### config.mk
export PLATFORM = sky130hd
export DESIGN_NAME = iosd_decoder
export DESIGN_NICKNAME = d
export VERILOG_FILES = /design/src/design/iosd_pkg.sv /design/src/design/iosd_cycle_timer.sv /design/src/design/iosd_decoder.sv
export SDC_FILE = /design/constraint.sdc
export NUM_CORES = 1
export LEC_CHECK = 0
export ABC_AREA = 1
export BUFFER_PORTS_ARGS = -buffer_cell sky130_fd_sc_hd__buf_2
export CAP_MARGIN = 20
export CORE_ASPECT_RATIO = 1.75
export CORE_MARGIN = 2
export CORE_UTILIZATION = 25
export DETAILED_ROUTE_END_ITERATION = 10
export PLACE_DENSITY_LB_ADDON = 0.08
export SETUP_SLACK_MARGIN = 0.3
export SYNTH_ARGS = -nofsm -noshare
export SYNTH_HDL_FRONTEND = slang
export SYNTH_HIERARCHICAL = 1
export SYNTH_SLANG_ARGS = --single-unit
### constraint.sdc
create_clock -name i_clock -period 2.4 [get_ports i_clock]
set_input_delay 0.24 -clock i_clock [delete_from_list [all_inputs] [get_ports i_clock]]
set_output_delay 0.24 -clock i_clock [all_outputs]
set_load 0.02 [all_outputs]
### src/design/iosd_pkg.sv
// Package of opcodes, status bit positions and timing constants
package iosd_pkg;
   // Opcodes, with bases for the register-addressed forms
   localparam logic [7:0] OP_WRITE_DATA = 8'hF0;
   localparam logic [7:0] OP_READ_DATA = 8'h70;
   localparam logic [7:0] OP_WRITE_CTRL = 8'hB0;
   localparam logic [7:0] OP_READ_CTRL = 8'h30;
   localparam logic [7:0] OP_WRITE_EXT = 8'hD4;
   localparam logic [7:0] OP_READ_EXT = 8'h54;
   localparam logic [7:0] OP_TEST_MASK_IMM = 8'hF4;
   localparam logic [7:0] OP_HALT = 8'h40;
   localparam logic [7:0] OP_NOP = 8'hC0;
   localparam logic [7:0] OP_LOAD_UPPER = 8'h92;
   localparam logic [7:0] OP_LOAD_LOWER = 8'h93;
   localparam logic [7:0] OP_STORE_UPPER = 8'h12;
   localparam logic [7:0] OP_STORE_LOWER = 8'h13;
   localparam logic [7:0] OP_LOAD_LOW_MEM = 8'h10;
   localparam logic [7:0] OP_STORE_LOW_MEM = 8'h11;
   localparam logic [7:0] OP_CLEAR_UPPER = 8'h74;
   localparam logic [7:0] OP_CLEAR_LOWER = 8'h75;
   localparam logic [7:0] OP_PRESET_UPPER = 8'h76;
   localparam logic [7:0] OP_PRESET_LOWER = 8'h77;
   localparam logic [7:0] OP_TEST_UPPER = 8'hB4;
   localparam logic [7:0] OP_TEST_LOWER = 8'hB5;
   // Condition code values
   localparam logic [1:0] CC_ZERO = 2'h0;
   localparam logic [1:0] CC_POS = 2'h1;
   localparam logic [1:0] CC_NEG = 2'h2;
   localparam logic [1:0] CC_ALL_ONES = 2'h0;
   localparam logic [1:0] CC_NOT_ALL = 2'h2;
   // Lower status byte layout
   localparam int LSB_CC_HI = 7;
   localparam int LSB_CC_LO = 6;
   localparam int LSB_BANK = 4;
   localparam int LSB_WITH_CARRY = 3;
   localparam int LSB_LOGIC_CMP = 1;
   // Upper status byte user flags
   localparam int USB_FLAG_ONE = 3;
   localparam int USB_FLAG_TWO = 4;
   localparam logic [7:0] USB_USER_MASK = 8'h18;
   // Reset values
   localparam logic [7:0] UPPER_RESET = 8'h00;
   localparam logic [7:0] LOWER_RESET = 8'h00;
   // Timing: clocks per processor cycle, extra cycles for indirection
   localparam logic [1:0] CLOCKS_PER_CYCLE = 2'h3;
   localparam logic [2:0] INDIRECT_EXTRA = 3'h2;
   localparam logic [2:0] CYC_ONE_BYTE = 3'h2;
   localparam logic [2:0] CYC_TWO_BYTE = 3'h3;
   localparam logic [2:0] CYC_MEM = 3'h4;
   // Instruction lengths in bytes
   localparam logic [1:0] LEN_ONE = 2'h1;
   localparam logic [1:0] LEN_TWO = 2'h2;
   localparam logic [1:0] LEN_THREE = 2'h3;
   // Address line positions
   localparam int ADR_EXT_LINE = 13;
   localparam int ADR_DC_LINE = 14;
endpackage

### src/design/iosd_cycle_timer.sv
// Processor cycle timer: three clocks per cycle, stretched by acknowledge
`timescale 1ns/10ps
module iosd_cycle_timer (
   input wire logic i_clock,
   input wire logic i_rst,
   input wire logic i_run,
   input wire logic i_ack,
   output logic o_phase_last,
   output logic o_cycle_end,
   output logic o_request
);
   logic [1:0] phase_q;
   logic [1:0] phase_d;
   logic req_q;
   logic req_d;

   // Phase count and request stretch while acknowledge is late
   always_comb begin
      phase_d = phase_q;
      req_d = req_q;
      o_cycle_end = 1'b0;
      if (!i_run) begin
         phase_d = 2'h0;
         req_d = 1'b0;
      end else if (phase_q == iosd_pkg::CLOCKS_PER_CYCLE - 2'h1) begin
         if (i_ack) begin
            phase_d = 2'h0;
            req_d = 1'b0;
            o_cycle_end = 1'b1;
         end
      end else begin
         phase_d = phase_q + 2'h1;
         req_d = 1'b1;
      end
   end

   always_ff @(posedge i_clock) begin
      if (i_rst) begin
         phase_q <= 2'h0;
         req_q <= 1'b0;
      end else begin
         phase_q <= phase_d;
         req_q <= req_d;
      end
   end

   assign o_phase_last = (phase_q == iosd_pkg::CLOCKS_PER_CYCLE - 2'h1);
   assign o_request = req_q;
endmodule

### src/design/iosd_decoder.sv
// I/O, halt, mask-test and status-word instruction decode and execute
// Operation
// - Register I/O opcodes are base plus register.
// - Data/control I/O one byte; extended two bytes.
// - Read sets code positive, zero or negative.
// - 40 halts into wait; C0 does nothing.
// - F4 to F7 test register under mask.
// - Mask test: all ones 00, otherwise 10.
// - 92/93 load upper/lower status from register zero.
// - 12/13 copy upper/lower status into register zero.
// - 10 loads lower status from memory, enhanced.
// - 11 stores lower status to memory, enhanced.
// - Indirect memory status forms add two cycles.
// - 74/75 clear masked status bits.
// - 76/77 preset masked status bits.
// - B4/B5 test status bits under mask.
// - Processor cycle is three clock periods.
// - Late acknowledge stretches request whole clocks.
// - Run output low while halted or paused between instructions.
// - Extended I/O puts device address low lines.
// - Address line 13 marks extended I/O.
// - Address line 14 selects data or control.
`timescale 1ns/10ps
module iosd_decoder #(
   parameter bit ENHANCED = 1'b1
) (
   input wire logic i_clock,
   input wire logic i_rst,
   input wire logic i_instr_valid,
   input wire logic [7:0] i_opcode,
   input wire logic [7:0] i_second_byte,
   input wire logic i_indirect,
   input wire logic [7:0] i_mem_data,
   input wire logic [7:0] i_bus_data,
   input wire logic i_operation_acknowledge_n,
   input wire logic i_pause_n,
   output logic o_busy,
   output logic o_done,
   output logic o_operation_request,
   output logic [14:0] o_address,
   output logic [7:0] o_data_out,
   output logic o_write,
   output logic o_mem_io_n,
   output logic o_run_wait,
   output logic [7:0] o_upper_status_byte,
   output logic [7:0] o_lower_status_byte,
   output logic [7:0] o_mem_store_data,
   output logic [1:0] o_length,
   output logic [2:0] o_cycles,
   output logic o_illegal
);
   typedef enum logic [1:0] {
      IOSD_IDLE,
      IOSD_EXEC,
      IOSD_HALT
   } iosd_state_e;

   iosd_state_e state_q, state_d;
   logic [7:0] op_q, op_d, arg_q, arg_d;
   logic [2:0] left_q, left_d;
   logic [7:0] usb_q, usb_d, lsb_q, lsb_d;
   logic [7:0] regs_q [0:6];
   logic [7:0] regs_d [0:6];
   logic busy_q, busy_d, done_q, done_d;
   logic [14:0] addr_q, addr_d;
   logic [7:0] dout_q, dout_d, mstore_q, mstore_d;
   logic wr_q, wr_d, mio_q, mio_d, run_q, run_d, ill_q, ill_d;
   logic [1:0] len_q, len_d;
   logic [2:0] cyc_q, cyc_d;
   logic cycle_end, tmr_req;
   logic [2:0] reg_idx;
   logic [7:0] sel_val;
   logic [1:0] rnum;

   iosd_cycle_timer u_timer (
      .i_clock(i_clock),
      .i_rst(i_rst),
      .i_run(state_q == IOSD_EXEC),
      .i_ack(!i_operation_acknowledge_n),
      .o_phase_last(),
      .o_cycle_end(cycle_end),
      .o_request(tmr_req)
   );

   // Register index from opcode bits and bank select
   always_comb begin
      rnum = op_q[1:0];
      if (rnum == 2'h0) begin
         reg_idx = 3'h0;
      end else if (lsb_q[iosd_pkg::LSB_BANK]) begin
         reg_idx = {1'b0, rnum} + 3'h3;
      end else begin
         reg_idx = {1'b0, rnum};
      end
      sel_val = regs_q[reg_idx];
   end

   // Mask test result code
   function automatic logic [1:0] mask_cc(input logic [7:0] v,
                                          input logic [7:0] m);
      if ((v & m) == m) begin
         mask_cc = iosd_pkg::CC_ALL_ONES;
      end else begin
         mask_cc = iosd_pkg::CC_NOT_ALL;
      end
   endfunction

   // Sign/zero result code
   function automatic logic [1:0] sign_cc(input logic [7:0] v);
      if (v == 8'h00) begin
         sign_cc = iosd_pkg::CC_ZERO;
      end else if (v[7]) begin
         sign_cc = iosd_pkg::CC_NEG;
      end else begin
         sign_cc = iosd_pkg::CC_POS;
      end
   endfunction

   // Decode, sequencing and execution
   always_comb begin
      state_d = state_q;
      op_d = op_q;
      arg_d = arg_q;
      left_d = left_q;
      usb_d = usb_q;
      lsb_d = lsb_q;
      regs_d = regs_q;
      busy_d = busy_q;
      done_d = 1'b0;
      addr_d = addr_q;
      dout_d = dout_q;
      mstore_d = mstore_q;
      wr_d = wr_q;
      mio_d = mio_q;
      run_d = run_q;
      ill_d = ill_q;
      len_d = len_q;
      cyc_d = cyc_q;
      unique case (state_q)
         IOSD_IDLE: begin
            busy_d = 1'b0;
            run_d = i_pause_n;
            if (i_instr_valid && i_pause_n) begin
               op_d = i_opcode;
               arg_d = i_second_byte;
               ill_d = 1'b0;
               busy_d = 1'b1;
               state_d = IOSD_EXEC;
               len_d = iosd_pkg::LEN_ONE;
               cyc_d = iosd_pkg::CYC_ONE_BYTE;
               mio_d = 1'b1;
               wr_d = 1'b0;
               addr_d = 15'h0000;
               unique casez (i_opcode)
                  8'b1111_00??, 8'b0111_00??, 8'b1011_00??,
                  8'b0011_00??: begin
                     mio_d = 1'b0;
                     wr_d = i_opcode[7];
                     addr_d[iosd_pkg::ADR_EXT_LINE] = 1'b0;
                     addr_d[iosd_pkg::ADR_DC_LINE] = i_opcode[6];
                  end
                  8'b1101_01??, 8'b0101_01??: begin
                     len_d = iosd_pkg::LEN_TWO;
                     cyc_d = iosd_pkg::CYC_TWO_BYTE;
                     mio_d = 1'b0;
                     wr_d = i_opcode[7];
                     addr_d[7:0] = i_second_byte;
                     addr_d[iosd_pkg::ADR_EXT_LINE] = 1'b1;
                  end
                  8'b1111_01??, 8'h74, 8'h75, 8'h76, 8'h77, 8'hB4,
                  8'hB5: begin
                     len_d = iosd_pkg::LEN_TWO;
                     cyc_d = iosd_pkg::CYC_TWO_BYTE;
                  end
                  8'h10, 8'h11: begin
                     if (ENHANCED) begin
                        len_d = iosd_pkg::LEN_THREE;
                        cyc_d = i_indirect ?
                           iosd_pkg::CYC_MEM + iosd_pkg::INDIRECT_EXTRA :
                           iosd_pkg::CYC_MEM;
                        wr_d = i_opcode[0];
                     end else begin
                        ill_d = 1'b1;
                     end
                  end
                  8'h40, 8'hC0, 8'h92, 8'h93, 8'h12, 8'h13: begin
                  end
                  default: begin
                     ill_d = 1'b1;
                  end
               endcase
               left_d = cyc_d;
            end
         end
         IOSD_EXEC: begin
            if (cycle_end) begin
               left_d = left_q - 3'h1;
               if (left_q == 3'h1) begin
                  done_d = 1'b1;
                  state_d = IOSD_IDLE;
                  busy_d = 1'b0;
                  if (!ill_q) begin
                     unique casez (op_q)
                        8'b1111_00??, 8'b1011_00??, 8'b1101_01??: begin
                           dout_d = sel_val;
                        end
                        8'b0111_00??, 8'b0011_00??,
                        8'b0101_01??: begin
                           regs_d[reg_idx] = i_bus_data;
                           lsb_d[iosd_pkg::LSB_CC_HI:iosd_pkg::LSB_CC_LO] =
                              sign_cc(i_bus_data);
                        end
                        8'b1111_01??: begin
                           lsb_d[iosd_pkg::LSB_CC_HI:iosd_pkg::LSB_CC_LO] =
                              mask_cc(sel_val, arg_q);
                        end
                        8'h40: begin
                           state_d = IOSD_HALT;
                           run_d = 1'b0;
                        end
                        8'h92: begin
                           usb_d = ENHANCED ? regs_q[0] :
                              regs_q[0] & ~iosd_pkg::USB_USER_MASK;
                        end
                        8'h93, 8'h10: begin
                           lsb_d = (op_q == iosd_pkg::OP_LOAD_LOWER) ?
                              regs_q[0] : i_mem_data;
                        end
                        8'h12: begin
                           regs_d[0] = usb_q;
                        end
                        8'h13: begin
                           regs_d[0] = lsb_q;
                        end
                        8'h11: begin
                           mstore_d = lsb_q;
                        end
                        8'h74: begin
                           usb_d = usb_q & ~arg_q;
                        end
                        8'h75: begin
                           lsb_d = lsb_q & ~arg_q;
                        end
                        8'h76: begin
                           usb_d = usb_q | (ENHANCED ? arg_q :
                              arg_q & ~iosd_pkg::USB_USER_MASK);
                        end
                        8'h77: begin
                           lsb_d = lsb_q | arg_q;
                        end
                        8'hB4: begin
                           lsb_d[iosd_pkg::LSB_CC_HI:iosd_pkg::LSB_CC_LO] =
                              mask_cc(usb_q, arg_q);
                        end
                        8'hB5: begin
                           lsb_d[iosd_pkg::LSB_CC_HI:iosd_pkg::LSB_CC_LO] =
                              mask_cc(lsb_q, arg_q);
                        end
                        default: begin
                        end
                     endcase
                  end
               end
            end
         end
         IOSD_HALT: begin
            run_d = 1'b0;
         end
         default: begin
            state_d = IOSD_IDLE;
         end
      endcase
   end

   // State registers
   always_ff @(posedge i_clock) begin
      if (i_rst) begin
         state_q <= IOSD_IDLE;
         op_q <= 8'h00;
         arg_q <= 8'h00;
         left_q <= 3'h0;
         usb_q <= iosd_pkg::UPPER_RESET;
         lsb_q <= iosd_pkg::LOWER_RESET;
         for (int i = 0; i < 7; i++) begin
            regs_q[i] <= 8'h00;
         end
         busy_q <= 1'b0;
         done_q <= 1'b0;
         addr_q <= 15'h0000;
         dout_q <= 8'h00;
         mstore_q <= 8'h00;
         wr_q <= 1'b0;
         mio_q <= 1'b1;
         run_q <= 1'b1;
         ill_q <= 1'b0;
         len_q <= 2'h0;
         cyc_q <= 3'h0;
      end else begin
         state_q <= state_d;
         op_q <= op_d;
         arg_q <= arg_d;
         left_q <= left_d;
         usb_q <= usb_d;
         lsb_q <= lsb_d;
         regs_q <= regs_d;
         busy_q <= busy_d;
         done_q <= done_d;
         addr_q <= addr_d;
         dout_q <= dout_d;
         mstore_q <= mstore_d;
         wr_q <= wr_d;
         mio_q <= mio_d;
         run_q <= run_d;
         ill_q <= ill_d;
         len_q <= len_d;
         cyc_q <= cyc_d;
      end
   end

   // Outputs straight from flip-flops
   assign o_busy = busy_q;
   assign o_done = done_q;
   assign o_operation_request = tmr_req;
   assign o_address = addr_q;
   assign o_data_out = dout_q;
   assign o_write = wr_q;
   assign o_mem_io_n = mio_q;
   assign o_run_wait = run_q;
   assign o_upper_status_byte = usb_q;
   assign o_lower_status_byte = lsb_q;
   assign o_mem_store_data = mstore_q;
   assign o_length = len_q;
   assign o_cycles = cyc_q;
   assign o_illegal = ill_q;
endmodule

Yosys cells after proc, flatten, opt, wreduce, memory -nomap -nowiden:

Index checks and enable logic that the tools add are counted.
W data, S select, Z words.

* register bits: 133
* word-level logic and storage cells: 186

* $add $sub $neg: 3
* $lt $le $gt $ge: 2
* eq/ne operators: 54
* muxes and demuxes: 53
* bitwise logic cells: 13
* reductions and logical operators: 34

Operators with widths (count)
* $eq A8 B7 Y1 const B: 10
* $eq A8 B8 Y1 const B: 9
* $eq A8 B5 Y1 const B: 8
* $bwmux W56: 1
* $eq A6 B6 Y1 const B: 8
* $pmux W8 S3: 2
* $and A8 B8 Y8: 5
* $mux W8: 5
* $reduce_and A5 Y1: 8
* $mux W2: 13
* $bmux W8 S3: 1
* $demux W8 S3: 1
* $eq A6 B5 Y1 const B: 4
* $eq A8 B8 Y1: 3
* $reduce_or A21 Y1: 1
* $pmux W6 S3: 1
* $mux W1: 17
* $or A8 B8 Y8: 2
* $pmux W2 S7: 1
* $eq A6 B4 Y1 const B: 2
* $mux W3: 4
* $ne A2 B2 Y1 const B: 6
* $pmux W3 S2: 2
* $reduce_bool A3 Y1: 4
* 28 further kinds: 41

Depth between registers and ports, before layout:

Gate-level depths: netlist of run 1.

* depth after elaboration: 11
* mapped depth: 17
* gate-level depth less buffers: 16

Cells and area by module:

The synthesis of run 1 kept the hierarchy.

By module, submodules not included
* iosd_decoder: instances 1, cells an instance 932, area each 6668.9 um^2
* iosd_cycle_timer: instances 1, cells an instance 21, area each 131.4 um^2

Worst setup path before layout of run 1:

Ideal clock, no wire load.

* kind: register to register
* start point: reg op_q[0]
* end point: reg lsb_q[7] (netlist: o_lower_status_byte[7])
* library setup time: 0.121 ns
* arrival: 2.026 ns
* data required time: 2.279 ns
* setup slack: 0.254 ns
* cell stages (with the launch flop): 16
* buffers on the path: 1
* clock period less this slack: 2.146 ns
* path through: dfxtp_1 inv_1 ha_1 clkbuf_1 nor3_1 nand3_1 nand2_1 nor2_1 nand2_1 nand2_1 nor2_1 nand2_1 nand2_1 nand2_1 nand2_1 a21oi_1

* word-level cells in the longest chain between the ends: 11
* elaborated cells on any way between the ends: 22
* classes of those cells: add/sub: 1; eq/ne: 7; mux: 8; bitwise: 2; reduce/logical: 4

Ends and longest elaborated chain
* start, declared: RTL line iosd_decoder.sv:59 `logic [7:0] op_q, op_d, arg_q, arg_d;`
* start signal, assigned: RTL line iosd_decoder.sv:300 `op_q <= op_d;`
* $add A2 B2 Y3: RTL line iosd_decoder.sv:91 `reg_idx = {1'b0, rnum} + 3'h3;`
* $mux W3: RTL line iosd_decoder.sv:90 `end else if (lsb_q[iosd_pkg::LSB_BANK]) begin`
* $mux W3: RTL line iosd_decoder.sv:88 `if (rnum == 2'h0) begin`
* $not A3 Y4 (not written as such): RTL line iosd_decoder.sv:95 `sel_val = regs_q[reg_idx];`
* $bmux W8 S3: RTL line iosd_decoder.sv:95
* $mux W8 (not written as such) (2 in a row): RTL line iosd_decoder.sv:95
* $and A8 B8 Y8: RTL line iosd_decoder.sv:101 `if ((v & m) == m) begin`
* $eq A8 B8 Y1: RTL line iosd_decoder.sv:101
* $mux W2: RTL line iosd_decoder.sv:101
* $pmux W2 S7: RTL line iosd_decoder.sv:203 `unique casez (op_q)`
* end signal, assigned: RTL line iosd_decoder.sv:283 `lsb_q <= iosd_pkg::LOWER_RESET;`
* end signal, assigned: RTL line iosd_decoder.sv:304 `lsb_q <= lsb_d;`
* end, declared: RTL line iosd_decoder.sv:61 `logic [7:0] usb_q, usb_d, lsb_q, lsb_d;`

Several ways; a longest one is shown, not always the timed one. The select of a mux whose other input is x is not followed.
A chain may end at the register's enable or synchronous reset.

Worst setup path in the final report of run 1:

* start point: reg u_timer.phase_q[1]
* end point: reg regs_q[31] (netlist bit)

* word-level cells in the longest chain between the ends: 4

Ends and longest elaborated chain
* start, declared: RTL line iosd_cycle_timer.sv:12 `logic [1:0] phase_q;`
* start signal, assigned: RTL line iosd_cycle_timer.sv:42 `phase_q <= phase_d;`
* $eq A2 B2 Y1: RTL line iosd_cycle_timer.sv:25 `end else if (phase_q == iosd_pkg::CLOCKS_PER_CYCLE - 2'h1) begin`
* $mux W1: RTL line iosd_cycle_timer.sv:25
* $mux W1: RTL line iosd_cycle_timer.sv:22 `if (!i_run) begin`
* net cycle_end: RTL line iosd_decoder.sv:70 `logic cycle_end, tmr_req;`
* $reduce_and A5 Y1 (no line)
* end signal, assigned: RTL line iosd_decoder.sv:305 `regs_q <= regs_d;`
* end, declared: RTL line iosd_decoder.sv:62 `logic [7:0] regs_q [0:6];`

The timed path passes the listed nets, and every way through them passes these cells.

==> results of run 1 <==
## critical path, stage by stage, from the launching register on
cell and delay [ps]:
dfxtp_1 320, inv_2 50, nor2_4 110, nand2_2 80, nor2_4 140, inv_2 60
nor2_4 110, nand3_4 100, nor3_4 230, nand2_4 110, nor3_4 240, buf_6 130
buf_8 130, a211oi_1 70
## state kept, by name, summed over array words and instances, names as in the netlist, 2 cells and up
signal and cells:
regs_q 56, u_timer/phase_q 2, o_data_out 8, arg_q 8, op_q 8, o_address 10
left_q 3, o_length 2, state_q 2, o_mem_store_data 8, o_cycles 3, o_lower_status_byte 8
o_upper_status_byte 8
## Yosys cell counts, drive strengths merged
cell type	n
nand2	149
inv	143
dfxtp	133
nor2	102
a21oi	91
o21ai	77
nand3	50
a211oi	47
nand4	32
clkbuf	26
buf	20
nor3	13
o22ai	13
a31oi	11
ha	11
o211ai	7
or2	5
o2111ai	4
o21bai	4
a22oi	3
a221oi	2
a2111o	1
a41oi	1
clkinv	1
conb	1
nand3b	1
nor4	1
o221ai	1
o32ai	1
o41ai	1
xor2	1
## per-stage QoR
| stage | total power, W | worst slack (ps) |
|---|---|---|
| global route | 0.006418 | 220.4 |
| floorplan | 0.003009 | 306.8 |
| detailed placement | 0.003377 | 71.46 |
| finish | 0.006146 | 367.9 |
| global placement | 0.003377 | 94.58 |
| CTS | 0.006105 | 233.9 |
## worst max-delay path by stage
| stage | from | endpoint | slack [ps] | cells past startpoint |
|---|---|---|---|---|
| after floorplan | state_q[1] | regs_q[29] | 310 | 13 |
| after detailed placement | state_q[1] | o_data_out[5] | 70 | 12 |
| after global routing | op_q[0] | o_lower_status_byte[7] | 220 | 16 |
| after global placement | state_q[1] | o_data_out[5] | 90 | 12 |
| after CTS | state_q[1] | regs_q[32] | 230 | 13 |
| final | u_timer/phase_q[1] | regs_q[31] | 370 | 13 |
## where the power goes
part           total [W]  switching, W  internal (W)
Combinational    0.00114      0.000708      0.000431
Sequential       0.00238     0.0000809       0.00230
Clock            0.00263       0.00105       0.00158
Total            0.00615       0.00184       0.00431
## what timing repair did
action,4_1_cts,5_1_grt
hold endpoints to repair,1,0
endpoints found under the setup margin,57,81
pin swaps,6,16
gates cloned,3,5
hold buffers,1,0
gates resized for setup,25,62
buffers inserted,7,10
## cell families after synthesis
| logic type | after synthesis | synth area share [%] |
|---|---|---|
| AO/OA/AOI/OAI | 264 | 23.22 |
| XOR/XNOR | 1 | 0.1288 |
| adder cells (fa/ha/maj) | 11 | 2.024 |
| buffers and inverters | 190 | 11.54 |
| flip-flops | 133 | 39.15 |
| other | 1 | 0.05514 |
| AND/OR/NAND/NOR | 353 | 23.88 |
## routing by layer
layer  GRT usage [%]  vias up  routed length, um
li1                -     3494                  -
met1           20.23     3276              10260
met2           34.78      166              14750
met3           2.914       62                821
met4           11.01        0               1433
met5               0        -                  0
## area by class of cell
type                    instances  area (um2)
clock inverters                 7       70.07
repair buffers                155        1129
clock buffers                  24       511.7
well taps                     324       405.4
fillers                      2922       17710
flip-flops and latches        133        2673
multi-input cells             636        3640
inverters                     144       550.5
==> results.md, run 1 <==
Timing:
- The number of hold violations in the final report is 0.
- The count of final setup violators is 0.
- The setup skew after layout is 9.409 ps.
- The post-layout minimum cycle time is 2032 ps.
- The final critical-path share of the clock period is 84.67%.
- The max-slew violation count came to 0.
- The minimum hold slack is 58.72 ps.
- For this run, the top clock speed supported by timing is 492.1 MHz.
- The max-slew headroom at the worst pin is 36.05%.
- At the pin with the least slew margin, the transition time is 959.3 ps.
- After routing, the total negative slack on setup checks comes to 0 ps.
- Setup repair after global routing could not meet its margin everywhere.

Logic synthesis:
- By area the synthesized netlist is led by dfxtp_1 (39%), nand2_1 (8.1%), inv_1 (7.7%), a21oi_1 (6.6%), o21ai_0 (5.6%).
- After synthesis the cells add up to 6800 um2.
- Synthesis inferred 133 register bits.
- Counting every instance in the synthesized netlist gives 953.
- The area share of the leading cell type in the synthesized netlist is 39.15%.
- The synthesized area divided by synthesized cell count is 7.136 um2.
- Summed over all instances, the cell type with the most area after synthesis is dfxtp_1.
- The post-synthesis sequential area ratio is 39.15%.
- Synthesis instantiated 47 different standard cells from the library.
- The Yosys step of the flow raised 6 warnings.

Floorplan:
- The starting density of the core is 25.48%.
- The area of the die is 28590 um2.
- 97 I/O pins were placed.
- Measured along the x axis, the die boundary spans 128.7 um.
- Row generation in the floorplan step produced 79 rows.
- The total core area is 26690 um2.
- The y dimension of the die is 222.2 um.

Place:
- The count of buffers added on input and output ports is 91.
- The congestion estimate from routability-driven global placement came to 0.8093.
- Once placement finished, the instance area stood at 7789 um2.
- Detailed placement finished with a half-perimeter wire length of 19390 um.
- The number of instances in the placed design is 1366.

Power:
- The analysis attributes to cell leakage a power of 3.761 nW.
- The largest voltage drop on the vdd net is 0.5328 mV.
- The power density over the cells is 684.5 nW/um2.

Critical path:
- The arrival time of the worst setup path is 2320 ps.
- The maximum fanout along the worst path is 8.
- The worst reg-to-reg setup slack is 370 ps.
- The required time of the worst setup path is 2680 ps.
- The startpoint identified for the worst register-to-register timing path is u_timer/phase_q[1].
- The classification of the worst setup path is register to register.
- STA classifies the critical path startpoint as a register.
- The worst reg2reg path endpoint is regs_q[31].
- The worst reg-to-reg path cell count is 13.
- The worst setup path is captured at a register.

Route:
- The overall via count from detail_route is 6998.
- The vias per cell is 4.918.
- For this block, the initial DRC count from the detailed router was 376.
- Dividing the detail-routed wire length by the instance count gives 19.16 um.
- The count of unresolved DRC violations after routing is 0.
- The count of nets left with antenna violations after detail routing is 0.
- The pre-antenna-repair detailed-routing pass consisted of 5 iterations.
- The aggregate routed wire length is 27260 um.

Layout:
- The top cell types in the final layout, fill and taps aside, are nand2_1 (141), inv_1 (129), dfxtp_1 (125).
- In the final design database the tool counted 1136 nets.
- The end-of-flow core utilization is 33.64%.
- The share of final-layout standard cells stronger than drive strength 1 is 24.75%.
- The repair_antennas step left the layout with diodes totalling 0.
- The final non-filler cell area is 8979 um2.
- Leaving out fill and tap cells, the most frequent cell in the layout is nand2_1.
- The finished layout holds 1423 standard cells, fillers aside.
- The area growth from synthesis to layout is 32.03%.

Job:
- Max-cap violations in this run came to 0.

Clock tree:
- The clock latency on the worst-skew pair is 450 ps.
- The number of H-tree branching levels is 4.
- The root buffer cell chosen for the clock tree is clkbuf_16.
- The tree built by TritonCTS fans out to 133 sinks.
- Clock-pin slew was measured on the worst setup and hold paths at 60 ps.
- Counting along the longest clock path gives a buffer depth of 2.
- The total clock buffers created by CTS is 17.
- TritonCTS built the clock tree.

Global route:
- Entering global routing, the biggest net connects 74 pins.
- The wire length of the first global-routing pass is 40630 um.
- The combined global-route utilization of all metal layers is 19.02%.
- The initial antenna violation count came to 0.
- The remaining global-route overflow is 0.
- The number of global-route vias before repair is 6888.

Min path:
- The sink of the worst hold path is arg_q[7].
- The worst hold path was traced through 3 stages.
- In this run the worst hold path is classified as input port to register.
- The startpoint of the tightest hold check path is i_second_byte[7].

Run status:
- The run finished with clean final reports.
Note: power is estimated with default switching activity, not from simulation.
==> inputs of run 2 (changes only) <==
==> constraint.sdc (replaced) <==
create_clock -name i_clock -period 1.94 [get_ports i_clock]
set_input_delay 0.194 -clock i_clock [delete_from_list [all_inputs] [get_ports i_clock]]
set_output_delay 0.194 -clock i_clock [all_outputs]
set_load 0.02 [all_outputs]
==> run 2 against run 1 <==
The run now ends with negative setup slack left; first-iteration DRC count shrank 14%; utilization grew 4.7 points; via count grew 3.3%; register-to-register slack lost 380 ps; wire length is essentially flat; clock power grew 16%.
==> results.md, run 2 (synthesis results as in run 1) <==
Run status:
- The flow ran to the end, but the final reports show violations.
- The final reports fail on negative setup slack.

Floorplan:
- The number of primary I/O pins is 97.
- The number of cell rows is 79.
- The die covers 28590 um2.
- The y dimension of the die is 222.2 um.
- The starting density of the core is 25.48%.
- The horizontal extent of the die is 128.7 um.
- After floorplanning, the core was sized to cover 26690 um2.

Route:
- The vias per cell is 4.880.
- The number of design-rule violations left by the first detailed-router iteration is 324.
- The overall via count from detail_route is 7227.
- The aggregate routed wire length is 27250 um.
- Dividing the detail-routed wire length by the instance count gives 18.40 um.
- The number of detailed-routing iterations run before antenna repair is 5.
- The count of nets left with antenna violations once routing finished came out at 0.
- The count of unresolved DRC violations after routing is 0.

Critical path:
- The arrival time of the worst setup path is 2310 ps.
- The endpoint class of the critical path is a register.
- The launch point of the critical path is state_q[1].
- The required time of the worst setup path is 2290 ps.
- The worst setup path is launched from a register.
- The worst reg-to-reg path cell count is 14.
- The startpoint identified for the worst register-to-register timing path is state_q[1].
- The critical path is of the register to register type.
- The worst reg-to-reg setup slack is -20 ps.
- In this run the critical register-to-register path is captured at regs_q[40].
- Of all nets on the critical path, the largest fanout is 12.

Place:
- The total of buffers placed on input and output ports is 91.
- The HPWL after detailed placement is 19760 um.
- At the end of routability-driven placement, the weighted congestion stood at 0.8527.

Timing:
- The worst pin sits at a relative slew slack of 54.55%.
- Setup violations remaining at the end of the flow were counted as 5.
- The max-slew violation count is 0.
- The slew at the pin with the worst max-slew slack is 681.7 ps.
- The number of hold violations in the final report is 0.
- Setup repair after global routing could not meet its margin everywhere.
- Based on the critical path, the design can be clocked at up to 511.1 MHz.
- The setup skew after layout is 12.05 ps.
- The aggregate negative setup slack is -31.27 ps.
- Counting I/O delays and the setup requirement, the final critical path takes 1956 ps.
- The final critical-path share of the clock period is 100.8%.
- The final worst slack is -16.38 ps.

Clock tree:
- TritonCTS created 17 clock buffers.
- After clock tree synthesis, the clock-pin slew on the worst setup and hold paths is 60 ps.
- The TritonCTS clock tree is done.
- The number of clock sinks is 133.
- The cell chosen for the clock root is clkbuf_16.
- CTS built an H-tree with a depth of 4.
- The buffer levels on the longest clock path is 2.
- The clock reaches the later pin of the worst-skew pair after 440 ps.

Min path:
- Counting instances, the worst hold path has a depth of 3.
- The worst min-delay path category is input port to register.
- The worst hold path begins at i_second_byte[6].
- The sink of the worst hold path is o_address[6].

Power:
- The proportion of power drawn by combinational gates is 20.7%.
- The share of total power consumed by net switching is 31.00%.
- The internal power contribution is 0.005221 W.
- The largest voltage drop on the vdd net is 0.6037 mV.
- In this run the static leakage power is 4.173 nW.
- Summed over all nets, the switching power comes to 0.002346 W.
- Per report_power, the clock group accounts for 40.4% of the total.
- In this run, flip-flops and latches consume 38.9% of the power.
- Power spread over the standard cell area amounts to 739.7 nW/um2.

Layout:
- The library cells used most frequently in the layout, excluding fill and tap cells, are nand2_1 (141), dfxtp_1 (123), inv_1 (121).
- The repair_antennas step left the layout with diodes totalling 0.
- The register with the most flip-flops is regs_q.
- The filler cell count is 2842.
- The number of flip-flops in the largest register is 56.
- At the end of the flow the core is filled with cells to 38.33%.
- The growth of design area from synthesis to finish is 50.41%.
- The most common cell after layout, fill and taps aside is nand2_1.
- In the final layout, the share of cells above drive strength 1 is 40.36%.
- The net count of the finished layout is 1195.

Job:
- The number of maximum-capacitance constraint violations is 0.

Global route:
- The wire length of the first global-routing pass is 41560 um.
- The initial antenna violation count is 0.
- The combined global-route utilization of all metal layers is 19.20%.
- Entering global routing, the biggest net connects 74 pins.
- The number of global-route vias before repair is 7316.
- The remaining global-route overflow is 0.
## run 2: through the flow
stage	cells	setup WS, ps	hold WS, ps	power (W)	instance area, um2
2_1_floorplan	957	-11.57	304.3	0.003809	7003
3_3_place_gp	1425	-69.87	414.4	0.004396	8479
3_5_place_dp	1425	-86.59	420.8	0.004385	8479
4_1_cts	1473	-35.70	0.5609	0.007588	9721
5_1_grt	1481	-166.0	19.28	0.007942	10230
6_report	1481	-16.38	25.07	0.007566	10230
## run 2: cell type report
cell class,instances,area [um2],share of cell area [%]
multi-input cells,634,4262,41.66
repair buffers,216,1768,17.28
well taps,324,405.4,3.963
inverters,144,575.6,5.627
clock buffers,23,489.2,4.783
clock inverters,7,48.80,0.4771
flip-flops and latches,133,2680,26.20
## run 2: worst max-delay path by stage
stage | to | cells past startpoint
6_report | regs_q[40] | 14
4_1_cts | regs_q[40] | 14
3_5_place_dp | o_lower_status_byte[7] | 17
2_1_floorplan | regs_q[30] | 13
3_3_place_gp | regs_q[50] | 11
5_1_grt | regs_q[12] | 14
## run 2: critical path, stage by stage, from the launching register on
cell and delay [ps]:
dfxtp_2 320, inv_2 70, ha_4 150, inv_4 40
nor2_4 90, inv_2 60, nor2_4 110, nand3_4 100
nor3_4 160, nand2_2 130, buf_6 140, nor2_4 140
buf_12 160, nor2_1 40, a211oi_1 160
## run 2: repair_timing
item                       in CTS  in global routing
resized for setup             155                124
setup endpoints to repair     117                 96
buffers inserted               12                  7
hold endpoints to repair        2                  0
cloned                          4                  1
hold buffers                    2                  0
pin swaps                      30                 25
## run 2: power by group through the flow
| stage | clock network, W | logic, W | registers [W] |
|---|---|---|---|
| 2_1_floorplan | 0 | 0.000786 | 0.00302 |
| 3_3_place_gp | 0 | 0.00140 | 0.00300 |
| 3_5_place_dp | 0 | 0.00139 | 0.00300 |
| 4_1_cts | 0.00315 | 0.00150 | 0.00294 |
| 5_1_grt | 0.00326 | 0.00172 | 0.00296 |
| 6_report | 0.00306 | 0.00156 | 0.00294 |
## run 2: layer usage
layer | GRT usage (%) | vias up | routed length [um]
met3 | 3.395 | 48 | 844
met5 | 0 | - | 0
met1 | 20.61 | 3428 | 10660
met2 | 35.83 | 142 | 14770
li1 | - | 3609 | -
met4 | 8.555 | 0 | 978
